### config.mk
export PLATFORM = sky130hd
export DESIGN_NAME = mfpc_pin_control
export DESIGN_NICKNAME = d
export VERILOG_FILES = /design/src/mfpc_pkg.sv /design/src/mfpc_pin_control.sv
export SDC_FILE = /design/constraint.sdc
export NUM_CORES = 1
export LEC_CHECK = 0
export ABC_AREA = 1
export BUFFER_PORTS_ARGS = -buffer_cell sky130_fd_sc_hd__buf_2
export CORE_MARGIN = 4
export CORE_UTILIZATION = 45
export CTS_BUF_LIST = sky130_fd_sc_hd__clkbuf_8
export CTS_CLUSTER_SIZE = 28
export DETAILED_ROUTE_END_ITERATION = 6
export HOLD_SLACK_MARGIN = 0.03
export PLACE_DENSITY_LB_ADDON = 0.08
export SLEW_MARGIN = 20
export SYNTH_ARGS = -nofsm -noshare
export SYNTH_HDL_FRONTEND = slang
export SYNTH_SLANG_ARGS = --single-unit
### constraint.sdc
create_clock -name clk -period 1.8 [get_ports clk]
set_clock_uncertainty 0.15 [all_clocks]
set_input_delay 0.36 -clock clk [delete_from_list [all_inputs] [get_ports clk]]
set_output_delay 0.36 -clock clk [all_outputs]
set_load 0.05 [all_outputs]
### src/mfpc_pkg.sv
// constants for the multi-function pin control block
// Summary of operation
// - Each dedicated pin obeys an enabled pull first, then the global tristate, then the function select.
// - While the global tristate bit 13 is set, every audio interface pin and multi-purpose pin is released.
// - A function select acts only with both pulls off and the global tristate clear.
// - Select codes 0 to 9 choose input, divided clock, low, high, lock, temp ok, readback, irq, mic detect, mic short; 10 to 15 are reserved.
// - The first pin-control register holds pin b in bits 15:8 and pin a in bits 7:0 as debounce, irq, pull-up, pull-down, 4-bit select.
// - The second pin-control register holds pin c in bits 7:0 with the same layout.
// - After reset every dedicated pin is a pulled-down input with all other control bits clear.
// - The shared pins have input enables, right at bits 7, 6, 4 and left at bits 3, 2, 0 for debounce, irq and enable.
// - Debounce is bypassed when off and runs only while the master clock runs and the timeout clock enable is 1.
// - All five input pins have debounce and irq masking, and an input event reaches the irq logic only when its irq enable is 1.
// - Only dedicated pins have pulls and output functions; shared pins are inputs only.
// - An 8-bit polarity field, reset 0, inverts right shared (7), left shared (6), pins c, b, a (4, 3, 2); bits 5, 1, 0 reserved.
// - Each input change with its irq enable set is latched into interrupt status bits 4:0; the debounced levels read live at bits 12:8.
package mfpc_pkg;
   localparam int REG_IDX_W = 6;
   // register indexes; byte address is four times the index
   localparam logic [REG_IDX_W-1:0] IDX_AUDIO_IF_CTRL = 6'h09;
   localparam logic [REG_IDX_W-1:0] IDX_PIN_CTRL_AB = 6'h14;
   localparam logic [REG_IDX_W-1:0] IDX_PIN_CTRL_C = 6'h15;
   localparam logic [REG_IDX_W-1:0] IDX_SHARED_CTRL = 6'h16;
   localparam logic [REG_IDX_W-1:0] IDX_INPUT_POL = 6'h17;
   localparam logic [REG_IDX_W-1:0] IDX_IRQ_STATUS = 6'h12;
   localparam logic [REG_IDX_W-1:0] IDX_IRQ_MASK = 6'h13;
   // field positions
   localparam int TRIS_BIT = 13;
   localparam int PIN_B_LSB = 8;
   localparam int F_DEB = 7;
   localparam int F_IRQ = 6;
   localparam int F_PU = 5;
   localparam int F_PD = 4;
   localparam int SH_R_DEB = 7;
   localparam int SH_R_IRQ = 6;
   localparam int SH_R_EN = 4;
   localparam int SH_L_DEB = 3;
   localparam int SH_L_IRQ = 2;
   localparam int SH_L_EN = 0;
   localparam int POL_R = 7;
   localparam int POL_L = 6;
   localparam int POL_A = 2;
   localparam int STAT_LVL_LSB = 8;
   // reset values
   localparam logic [15:0] RST_AUDIO_IF = 16'h0000;
   localparam logic [15:0] RST_PIN_AB = 16'h1010;
   localparam logic [7:0] RST_PIN_C = 8'h10;
   localparam logic [7:0] RST_SHARED = 8'h00;
   localparam logic [7:0] RST_POL = 8'h00;
   localparam logic [7:0] POL_USED = 8'hDC;
   localparam logic [7:0] SHARED_USED = 8'hDD;
   // pin indexes: a, b, c dedicated; left, right shared
   localparam int NPIN = 5;
   localparam int NDED = 3;
   typedef enum logic [3:0] {
      FN_INPUT = 4'h0,
      FN_CLOCK = 4'h1,
      FN_LOW = 4'h2,
      FN_HIGH = 4'h3,
      FN_PLL_LOCK = 4'h4,
      FN_TEMP_OK = 4'h5,
      FN_READBACK = 4'h6,
      FN_IRQ = 4'h7,
      FN_MIC_DET = 4'h8,
      FN_MIC_SHORT = 4'h9
   } mfpc_func_e;
   // timing
   localparam int CLK_HZ = 10_000_000;
   localparam int DEB_TICK_US = 1000;
   localparam int DEB_TICK_CYC = DEB_TICK_US * (CLK_HZ / 1_000_000);
   localparam int DEB_TICKS = 4;
   localparam int OUT_CLK_DIV = 4;
   localparam logic [1:0] HTRANS_NONSEQ = 2'h2;
endpackage : mfpc_pkg

### src/mfpc_pin_control.sv
// multi-function pin control with AHB-Lite registers and interrupt
`timescale 1ns/100ps
module mfpc_pin_control #(
   parameter int DEB_TICK_CYC = mfpc_pkg::DEB_TICK_CYC,
   parameter int DEB_TICKS = mfpc_pkg::DEB_TICKS,
   parameter int OUT_CLK_DIV = mfpc_pkg::OUT_CLK_DIV
) (
   // clock and reset
   input wire logic clk,
   input wire logic srst,
   // ahb-lite slave
   input wire logic hsel,
   input wire logic [31:0] haddr,
   input wire logic [1:0] htrans,
   input wire logic hwrite,
   input wire logic [2:0] hsize,
   input wire logic [31:0] hwdata,
   input wire logic hready,
   output logic hreadyout,
   output logic hresp,
   output logic [31:0] hrdata,
   // dedicated pins a, b, c
   input wire logic [2:0] multiPinIn,
   output logic [2:0] multiPinOut,
   output logic [2:0] multiPinOe,
   output logic [2:0] pinPullupEn,
   output logic [2:0] pinPulldownEn,
   // shared pins left, right
   input wire logic sharedInputLeft,
   input wire logic sharedInputRight,
   output logic [1:0] sharedInputEn,
   // internal sources
   input wire logic timeoutClockEn,
   input wire logic masterClockRun,
   input wire logic pllLock,
   input wire logic tempOk,
   input wire logic readbackSerialOut,
   input wire logic micDetect,
   input wire logic micShort,
   // audio interface tristate and interrupt
   output logic pinTristateAll,
   output logic irq
);
   localparam int TW = $clog2(DEB_TICK_CYC + 1);
   localparam int DW = $clog2(DEB_TICKS + 1);
   localparam int CW = $clog2(OUT_CLK_DIV + 1);
   localparam int NP = mfpc_pkg::NPIN;
   localparam int ND = mfpc_pkg::NDED;

   logic [15:0] audioIfCtrl_q;
   logic [15:0] pinCtrlAb_q;
   logic [7:0] pinCtrlC_q;
   logic [7:0] sharedCtrl_q;
   logic [7:0] inputPol_q;
   logic [NP-1:0] irqStatus_q;
   logic [NP-1:0] irqMask_q;
   logic [NP-1:0] pinLevel;

   // ---- bus slave ----
   logic wrPend_q;
   logic rdPend_q;
   logic [mfpc_pkg::REG_IDX_W-1:0] idx_q;
   logic addrOk_q;
   logic take;
   logic [31:0] rdData;
   logic [NP-1:0] w1c;

   assign take = hsel && hready && (htrans == mfpc_pkg::HTRANS_NONSEQ);

   always_ff @(posedge clk) begin
      if (srst) begin
         wrPend_q <= 1'b0;
         rdPend_q <= 1'b0;
         idx_q <= '0;
         addrOk_q <= 1'b0;
         hreadyout <= 1'b1;
         hresp <= 1'b0;
         hrdata <= 32'h00000000;
      end else begin
         wrPend_q <= take && hwrite;
         if (take) begin
            idx_q <= haddr[mfpc_pkg::REG_IDX_W+1:2];
            addrOk_q <= (haddr[31:mfpc_pkg::REG_IDX_W+2] == '0);
         end
         // reads wait one cycle so a preceding write is visible
         if (take && !hwrite) begin
            rdPend_q <= 1'b1;
            hreadyout <= 1'b0;
         end else if (rdPend_q) begin
            rdPend_q <= 1'b0;
            hreadyout <= 1'b1;
            hrdata <= rdData;
         end
      end
   end

   logic wrOk;
   assign wrOk = wrPend_q && addrOk_q;

   always_comb begin
      rdData = 32'h00000000;
      if (addrOk_q) begin
         unique case (idx_q)
            mfpc_pkg::IDX_AUDIO_IF_CTRL: rdData[15:0] = audioIfCtrl_q;
            mfpc_pkg::IDX_PIN_CTRL_AB: rdData[15:0] = pinCtrlAb_q;
            mfpc_pkg::IDX_PIN_CTRL_C: rdData[7:0] = pinCtrlC_q;
            mfpc_pkg::IDX_SHARED_CTRL: rdData[7:0] = sharedCtrl_q;
            mfpc_pkg::IDX_INPUT_POL: rdData[7:0] = inputPol_q;
            mfpc_pkg::IDX_IRQ_STATUS: begin
               rdData[NP-1:0] = irqStatus_q;
               rdData[mfpc_pkg::STAT_LVL_LSB +: NP] = pinLevel;
            end
            mfpc_pkg::IDX_IRQ_MASK: rdData[NP-1:0] = irqMask_q;
            default: rdData = 32'h00000000;
         endcase
      end
   end

   // ---- control registers ----
   always_ff @(posedge clk) begin
      if (srst) begin
         audioIfCtrl_q <= mfpc_pkg::RST_AUDIO_IF;
         pinCtrlAb_q <= mfpc_pkg::RST_PIN_AB;
         pinCtrlC_q <= mfpc_pkg::RST_PIN_C;
         sharedCtrl_q <= mfpc_pkg::RST_SHARED;
         inputPol_q <= mfpc_pkg::RST_POL;
         irqMask_q <= '0;
      end else if (wrOk) begin
         unique case (idx_q)
            mfpc_pkg::IDX_AUDIO_IF_CTRL: audioIfCtrl_q <= hwdata[15:0];
            mfpc_pkg::IDX_PIN_CTRL_AB: pinCtrlAb_q <= hwdata[15:0];
            mfpc_pkg::IDX_PIN_CTRL_C: pinCtrlC_q <= hwdata[7:0];
            mfpc_pkg::IDX_SHARED_CTRL: sharedCtrl_q <= hwdata[7:0] & mfpc_pkg::SHARED_USED;
            mfpc_pkg::IDX_INPUT_POL: inputPol_q <= hwdata[7:0] & mfpc_pkg::POL_USED;
            mfpc_pkg::IDX_IRQ_MASK: irqMask_q <= hwdata[NP-1:0];
            default: ;
         endcase
      end
   end

   // ---- per-pin fields: a, b, c, left, right ----
   logic [7:0] ded [ND];
   logic [NP-1:0] debEn;
   logic [NP-1:0] irqEn;
   logic [NP-1:0] polInv;
   logic [1:0] shEn;

   assign ded[0] = pinCtrlAb_q[7:0];
   assign ded[1] = pinCtrlAb_q[mfpc_pkg::PIN_B_LSB +: 8];
   assign ded[2] = pinCtrlC_q;
   assign shEn = {sharedCtrl_q[mfpc_pkg::SH_R_EN], sharedCtrl_q[mfpc_pkg::SH_L_EN]};
   assign debEn = {sharedCtrl_q[mfpc_pkg::SH_R_DEB], sharedCtrl_q[mfpc_pkg::SH_L_DEB],
                   ded[2][mfpc_pkg::F_DEB], ded[1][mfpc_pkg::F_DEB], ded[0][mfpc_pkg::F_DEB]};
   assign irqEn = {sharedCtrl_q[mfpc_pkg::SH_R_IRQ], sharedCtrl_q[mfpc_pkg::SH_L_IRQ],
                   ded[2][mfpc_pkg::F_IRQ], ded[1][mfpc_pkg::F_IRQ], ded[0][mfpc_pkg::F_IRQ]};
   assign polInv = {inputPol_q[mfpc_pkg::POL_R], inputPol_q[mfpc_pkg::POL_L],
                    inputPol_q[mfpc_pkg::POL_A +: ND]};

   // ---- input synchronisers ----
   logic [NP-1:0] sync1_q;
   logic [NP-1:0] sync2_q;
   always_ff @(posedge clk) begin
      if (srst) begin
         sync1_q <= '0;
         sync2_q <= '0;
      end else begin
         sync1_q <= {sharedInputRight, sharedInputLeft, multiPinIn};
         sync2_q <= sync1_q;
      end
   end

   // polarity first, shared pins read zero unless enabled
   logic [NP-1:0] rawLevel;
   assign rawLevel = (sync2_q ^ polInv) & {shEn, {ND{1'b1}}};

   // ---- debounce tick ----
   logic [TW-1:0] tickCnt_q;
   logic tick_q;
   logic debRun;
   assign debRun = timeoutClockEn && masterClockRun;
   always_ff @(posedge clk) begin
      if (srst) begin
         tickCnt_q <= '0;
         tick_q <= 1'b0;
      end else if (!debRun) begin
         tickCnt_q <= '0;
         tick_q <= 1'b0;
      end else if (tickCnt_q == TW'(DEB_TICK_CYC - 1)) begin
         tickCnt_q <= '0;
         tick_q <= 1'b1;
      end else begin
         tickCnt_q <= tickCnt_q + 1'b1;
         tick_q <= 1'b0;
      end
   end

   // ---- debounce and event detect per pin ----
   logic [NP-1:0] prevLevel_q;
   logic [NP-1:0] event_w;
   for (genvar i = 0; i < NP; i++) begin : gDeb
      logic [DW-1:0] stab_q;
      logic deb_q;
      always_ff @(posedge clk) begin
         if (srst) begin
            stab_q <= '0;
            deb_q <= 1'b0;
         end else if (!debEn[i]) begin
            stab_q <= '0;
            deb_q <= rawLevel[i];
         end else if (rawLevel[i] == deb_q) begin
            stab_q <= '0;
         end else if (tick_q) begin
            if (stab_q == DW'(DEB_TICKS - 1)) begin
               stab_q <= '0;
               deb_q <= rawLevel[i];
            end else begin
               stab_q <= stab_q + 1'b1;
            end
         end
      end
      assign pinLevel[i] = deb_q;
   end

   always_ff @(posedge clk) begin
      if (srst) begin
         prevLevel_q <= '0;
      end else begin
         prevLevel_q <= pinLevel;
      end
   end
   assign event_w = (pinLevel ^ prevLevel_q) & irqEn;

   // ---- interrupt status: set wins over write-one clear ----
   assign w1c = (wrOk && idx_q == mfpc_pkg::IDX_IRQ_STATUS) ? hwdata[NP-1:0] : '0;
   always_ff @(posedge clk) begin
      if (srst) begin
         irqStatus_q <= '0;
         irq <= 1'b0;
      end else begin
         irqStatus_q <= (irqStatus_q & ~w1c) | event_w;
         irq <= |(((irqStatus_q & ~w1c) | event_w) & irqMask_q);
      end
   end

   // ---- divided clock source ----
   logic [CW-1:0] divCnt_q;
   logic divClk_q;
   always_ff @(posedge clk) begin
      if (srst) begin
         divCnt_q <= '0;
         divClk_q <= 1'b0;
      end else if (divCnt_q == CW'(OUT_CLK_DIV / 2 - 1)) begin
         divCnt_q <= '0;
         divClk_q <= ~divClk_q;
      end else begin
         divCnt_q <= divCnt_q + 1'b1;
      end
   end

   // ---- pin drive resolution ----
   logic tris;
   assign tris = audioIfCtrl_q[mfpc_pkg::TRIS_BIT];

   always_ff @(posedge clk) begin
      if (srst) begin
         pinTristateAll <= 1'b0;
         sharedInputEn <= '0;
      end else begin
         pinTristateAll <= tris;
         sharedInputEn <= shEn & {2{~tris}};
      end
   end

   for (genvar p = 0; p < ND; p++) begin : gDrv
      logic pu;
      logic pd;
      logic drv;
      logic val;
      assign pu = ded[p][mfpc_pkg::F_PU];
      assign pd = ded[p][mfpc_pkg::F_PD];
      always_comb begin
         drv = 1'b1;
         val = 1'b0;
         unique case (ded[p][3:0])
            mfpc_pkg::FN_INPUT: drv = 1'b0;
            mfpc_pkg::FN_CLOCK: val = divClk_q;
            mfpc_pkg::FN_LOW: val = 1'b0;
            mfpc_pkg::FN_HIGH: val = 1'b1;
            mfpc_pkg::FN_PLL_LOCK: val = pllLock;
            mfpc_pkg::FN_TEMP_OK: val = tempOk;
            mfpc_pkg::FN_READBACK: val = readbackSerialOut;
            mfpc_pkg::FN_IRQ: val = irq;
            mfpc_pkg::FN_MIC_DET: val = micDetect;
            mfpc_pkg::FN_MIC_SHORT: val = micShort;
            default: drv = 1'b0;
         endcase
      end
      always_ff @(posedge clk) begin
         if (srst) begin
            multiPinOe[p] <= 1'b0;
            multiPinOut[p] <= 1'b0;
            pinPullupEn[p] <= 1'b0;
            pinPulldownEn[p] <= 1'b0;
         end else begin
            pinPullupEn[p] <= pu;
            pinPulldownEn[p] <= pd;
            if (pu || pd) begin
               multiPinOe[p] <= 1'b0;
               multiPinOut[p] <= 1'b0;
            end else if (tris) begin
               multiPinOe[p] <= 1'b0;
               multiPinOut[p] <= 1'b0;
            end else begin
               multiPinOe[p] <= drv;
               multiPinOut[p] <= val;
            end
         end
      end
   end
endmodule : mfpc_pin_control

==> results.toml <==
[outcome]
status = "completed"

[place]
dpl.hpwl_um = 13200
placed_cell_area_mm2 = 0.00760
dp_cells = 1208
gp_congestion = 0.815
portBuffers = 97

[critical_path]
cpLargestDelayFamily = "simple AND/OR/NAND/NOR gates"
worstSetupEndpointType = "register"
critical_path_required_ps = 2050
critPathArrivalTime_ps = 2020
crit_path_max_fanout = 6
critical_path.startpoint_type = "register"
cp_slowest_cell = "dfxtp_2"
critical_path_class = "reg2reg"
cp_cell_sequence = "buf_4, nor2_1, nand3_2, nor2_4, buf_6, nand2_1, o211ai_1, nand3_1, a21oi_1"
crit_path_max_incr_delay_ps = 330
crit_buf_inv = 2

[pwr]
p_per_area_mw_per_mm2 = 778
swShare_pct = 25.4
ir_drop_mv = 0.537
power_frac_clock_pct = 39.4
seqPwrFrac_pct = 54.0
fin_total_pwr_uw = 6530
share_comb_of_total_power_pct = 6.6
p_int_uw = 4870
leakagePower_uw = 0.00349
switchingPower_uw = 1660

[clocking]
clkTransAtPathRegs_ps = 90
numCtsBuffers = 17
clockBufferDepth = 2
cts_tree = "built"
htree_levels = 4
clock_sinks = 157
cts-root-buf = "clkbuf_8"
clk_latency_ps = 460

[sta]
max_freq_mhz = 565
fin_crit_ps = 1770
setup_violations = 0
tns_ps = 0
rsz0062_at_grt = "true"
hold_viol_final = 0
fin_crit_sh_pct = 98.3
drv_slew = 0

[die]
dieArea_mm2 = 0.0170
ios = 136
core_area_mm2 = 0.0146
fp-row-count = 44
start_util_pct = 46.2
die_width_um = 130
die_h_um = 130

[routing]
route.detailed.drc = 0
vias = 6278
wl_per_cell_um = 14.1
drtIter0Drc = 410
dr.pass1.iters = 5
routed_via_density = 4.94
postRouteAntennaNets = 0
finalWirelength_um = 17900

[yosys]
synth_edf_count = 0
synth.avg_cell_area_um2 = 7.36
yosysSeqAreaShare_pct = 46.6
synthArstFlopShare_pct = 0
ys_ff_latch = 157
ys_top_cells_by_count = "186 x nand2_1, 157 x dfxtp_1, 121 x nor2_1, 88 x a21oi_1, 87 x inv_1"
synth_most_common_cell = "nand2_1"
synth_cells = 917
synth_area_leaders = "dfxtp_1 47%, nand2_1 10%, nor2_1 6.7%, a21oi_1 6.5%, inv_1 4.8%"
mappedNetlistArea_mm2 = 0.00675
synth_top_area_share_pct = 46.6
yosysWarningCount = 0
synth_top_cell_by_area = "dfxtp_1"
synth_ff_type = "dfxtp_1"
synth_cell_types = 39

[finish]
diodes = 0
drive_gt1_share_pct = 20.1
nNetsFinal = 1169
stdcell_area_mm2 = 0.00839
area_growth_pct = 24.4
layout.cells.non_filler = 1272

[global_routing]
grt_pass1_vias = 5805
grtUsageTotal_pct = 21.4
grt_max_degree = 60
grt_first_pass_wirelength_um = 28400
grt.overflow.total = 0
antenna_found_initial = 0

[flow_run]
maxCapViolCount = 0

[worst_hold_path]
hp-class = "in2reg"
what timing repair did:
item | in CTS | in global routing
pin swaps | 1 | 6
hold buffers | 27 | 0
setup buffers | 3 | 4
setup endpoints to repair | 2 | 52
gates cloned | 0 | 1
endpoints found under the hold margin | 29 | 0
resized for setup | 2 | 37
state kept, by name, indices dropped and copies added, names as in the netlist, 2 cells and up:
register	flops
audioIfCtrl_q	16
divCnt_q	3
gDeb.deb_q	5
gDeb.stab_q	15
hrdata	16
idx_q	6
inputPol_q	5
irqMask_q	5
irqStatus_q	5
multiPinOe	3
multiPinOut	3
pinCtrlAb_q	16
pinCtrlC_q	8
pinPulldownEn	3
pinPullupEn	3
prevLevel_q	5
sharedCtrl_q	6
sharedInputEn	2
sync1_q	5
sync2_q	5
tickCnt_q	14
cell families (layout without fill, tap and decap cells):
kind of cell	count (synthesis)	after routing	synth area share [%]
AND/OR/NAND/NOR	412	412	26.2
AO/OA/AOI/OAI	191	191	15.5
flip-flops	157	157	46.6
buffers and inverters	139	294	8.98
XOR/XNOR	9	9	1.17
adder cells (fa/ha/maj)	8	8	1.48
other	1	17	0.0556
stage by stage:
step | hold slack (ps) | util (%) | setup slack [ps]
2_1_floorplan | 238 | - | 199
3_3_place_gp | 242 | 52.1 | 25.0
3_5_place_dp | 243 | 52.1 | -11.4
4_1_cts | 30.8 | 56.8 | 3.29
5_1_grt | 58.2 | 57.5 | -35.2
6_report | 51.2 | 57.5 | 31.5
metal layers:
layer	part of all wire [%]	GRT usage (%)
met1	45	27.5
met2	47	34.9
met3	4.3	4.07
met4	3.3	10.2
met5	0	0
power by group through the flow:
stage	logic [uW]	registers [uW]	clock network (uW)
floorplan	240	3620	0
global placement	379	3610	0
detailed placement	381	3610	0
CTS	426	3530	2630
global route	474	3540	2780
finish	431	3530	2570
layout by cell type (no fill, tap or decap), types with 3 or more instances in the layout:
| cell type | instances |
|---|---|
| dfxtp_1 | 154 |
| nand3_1 | 49 |
| a211oi_1 | 12 |
| a31oi_1 | 4 |
| conb_1 | 17 |
| dfxtp_2 | 3 |
| o21ai_0 | 60 |
| o21ai_1 | 4 |
| nor4_1 | 6 |
| nand2_1 | 184 |
| o21ai_2 | 3 |
| a21oi_1 | 88 |
| inv_2 | 7 |
| o211ai_1 | 11 |
| buf_2 | 98 |
| nor3_1 | 9 |
| or2_2 | 6 |
| xnor2_1 | 5 |
| nor2_4 | 7 |
| clkinvlp_4 | 6 |
| xor2_1 | 4 |
| buf_4 | 41 |
| inv_1 | 82 |
| nand4_1 | 17 |
| nor2_1 | 116 |
| clkbuf_8 | 20 |
| a22oi_1 | 3 |
| buf_6 | 5 |
| nor2_2 | 4 |
| dlygate4sd3_1 | 25 |
| ha_1 | 8 |
area by class of cell:
class,count,area (um2)
Sequential cell,157,3150
Multi-Input combinational cell,637,3140
Clock buffer,20,275
Inverter,91,345
Clock inverter,12,113
Fill cell,1400,6190
Tap cell,184,230
Timing Repair Buffer,171,1140
final timing paths:
path / startpoint / end / slack [ps] / cells past startpoint
setup / recovery: idx_q[2] / hrdata[10] / 30 / 9
hold reg to reg: sync1_q[4] / sync2_q[4] / 250 / 2
setup reg to reg: idx_q[2] / hrdata[10] / 30 / 9
hold / removal: haddr[27] / addrOk_q / 50 / 4
worst reg2reg max path, stage by stage (launching register included):
cell and delay (ps):
dfxtp_2 330, buf_4 130, nor2_1 110, nand3_2 120
nor2_4 180, buf_6 140, nand2_1 90, o211ai_1 200
nand3_1 140, a21oi_1 130
Power figures use the tool's default switching activity.
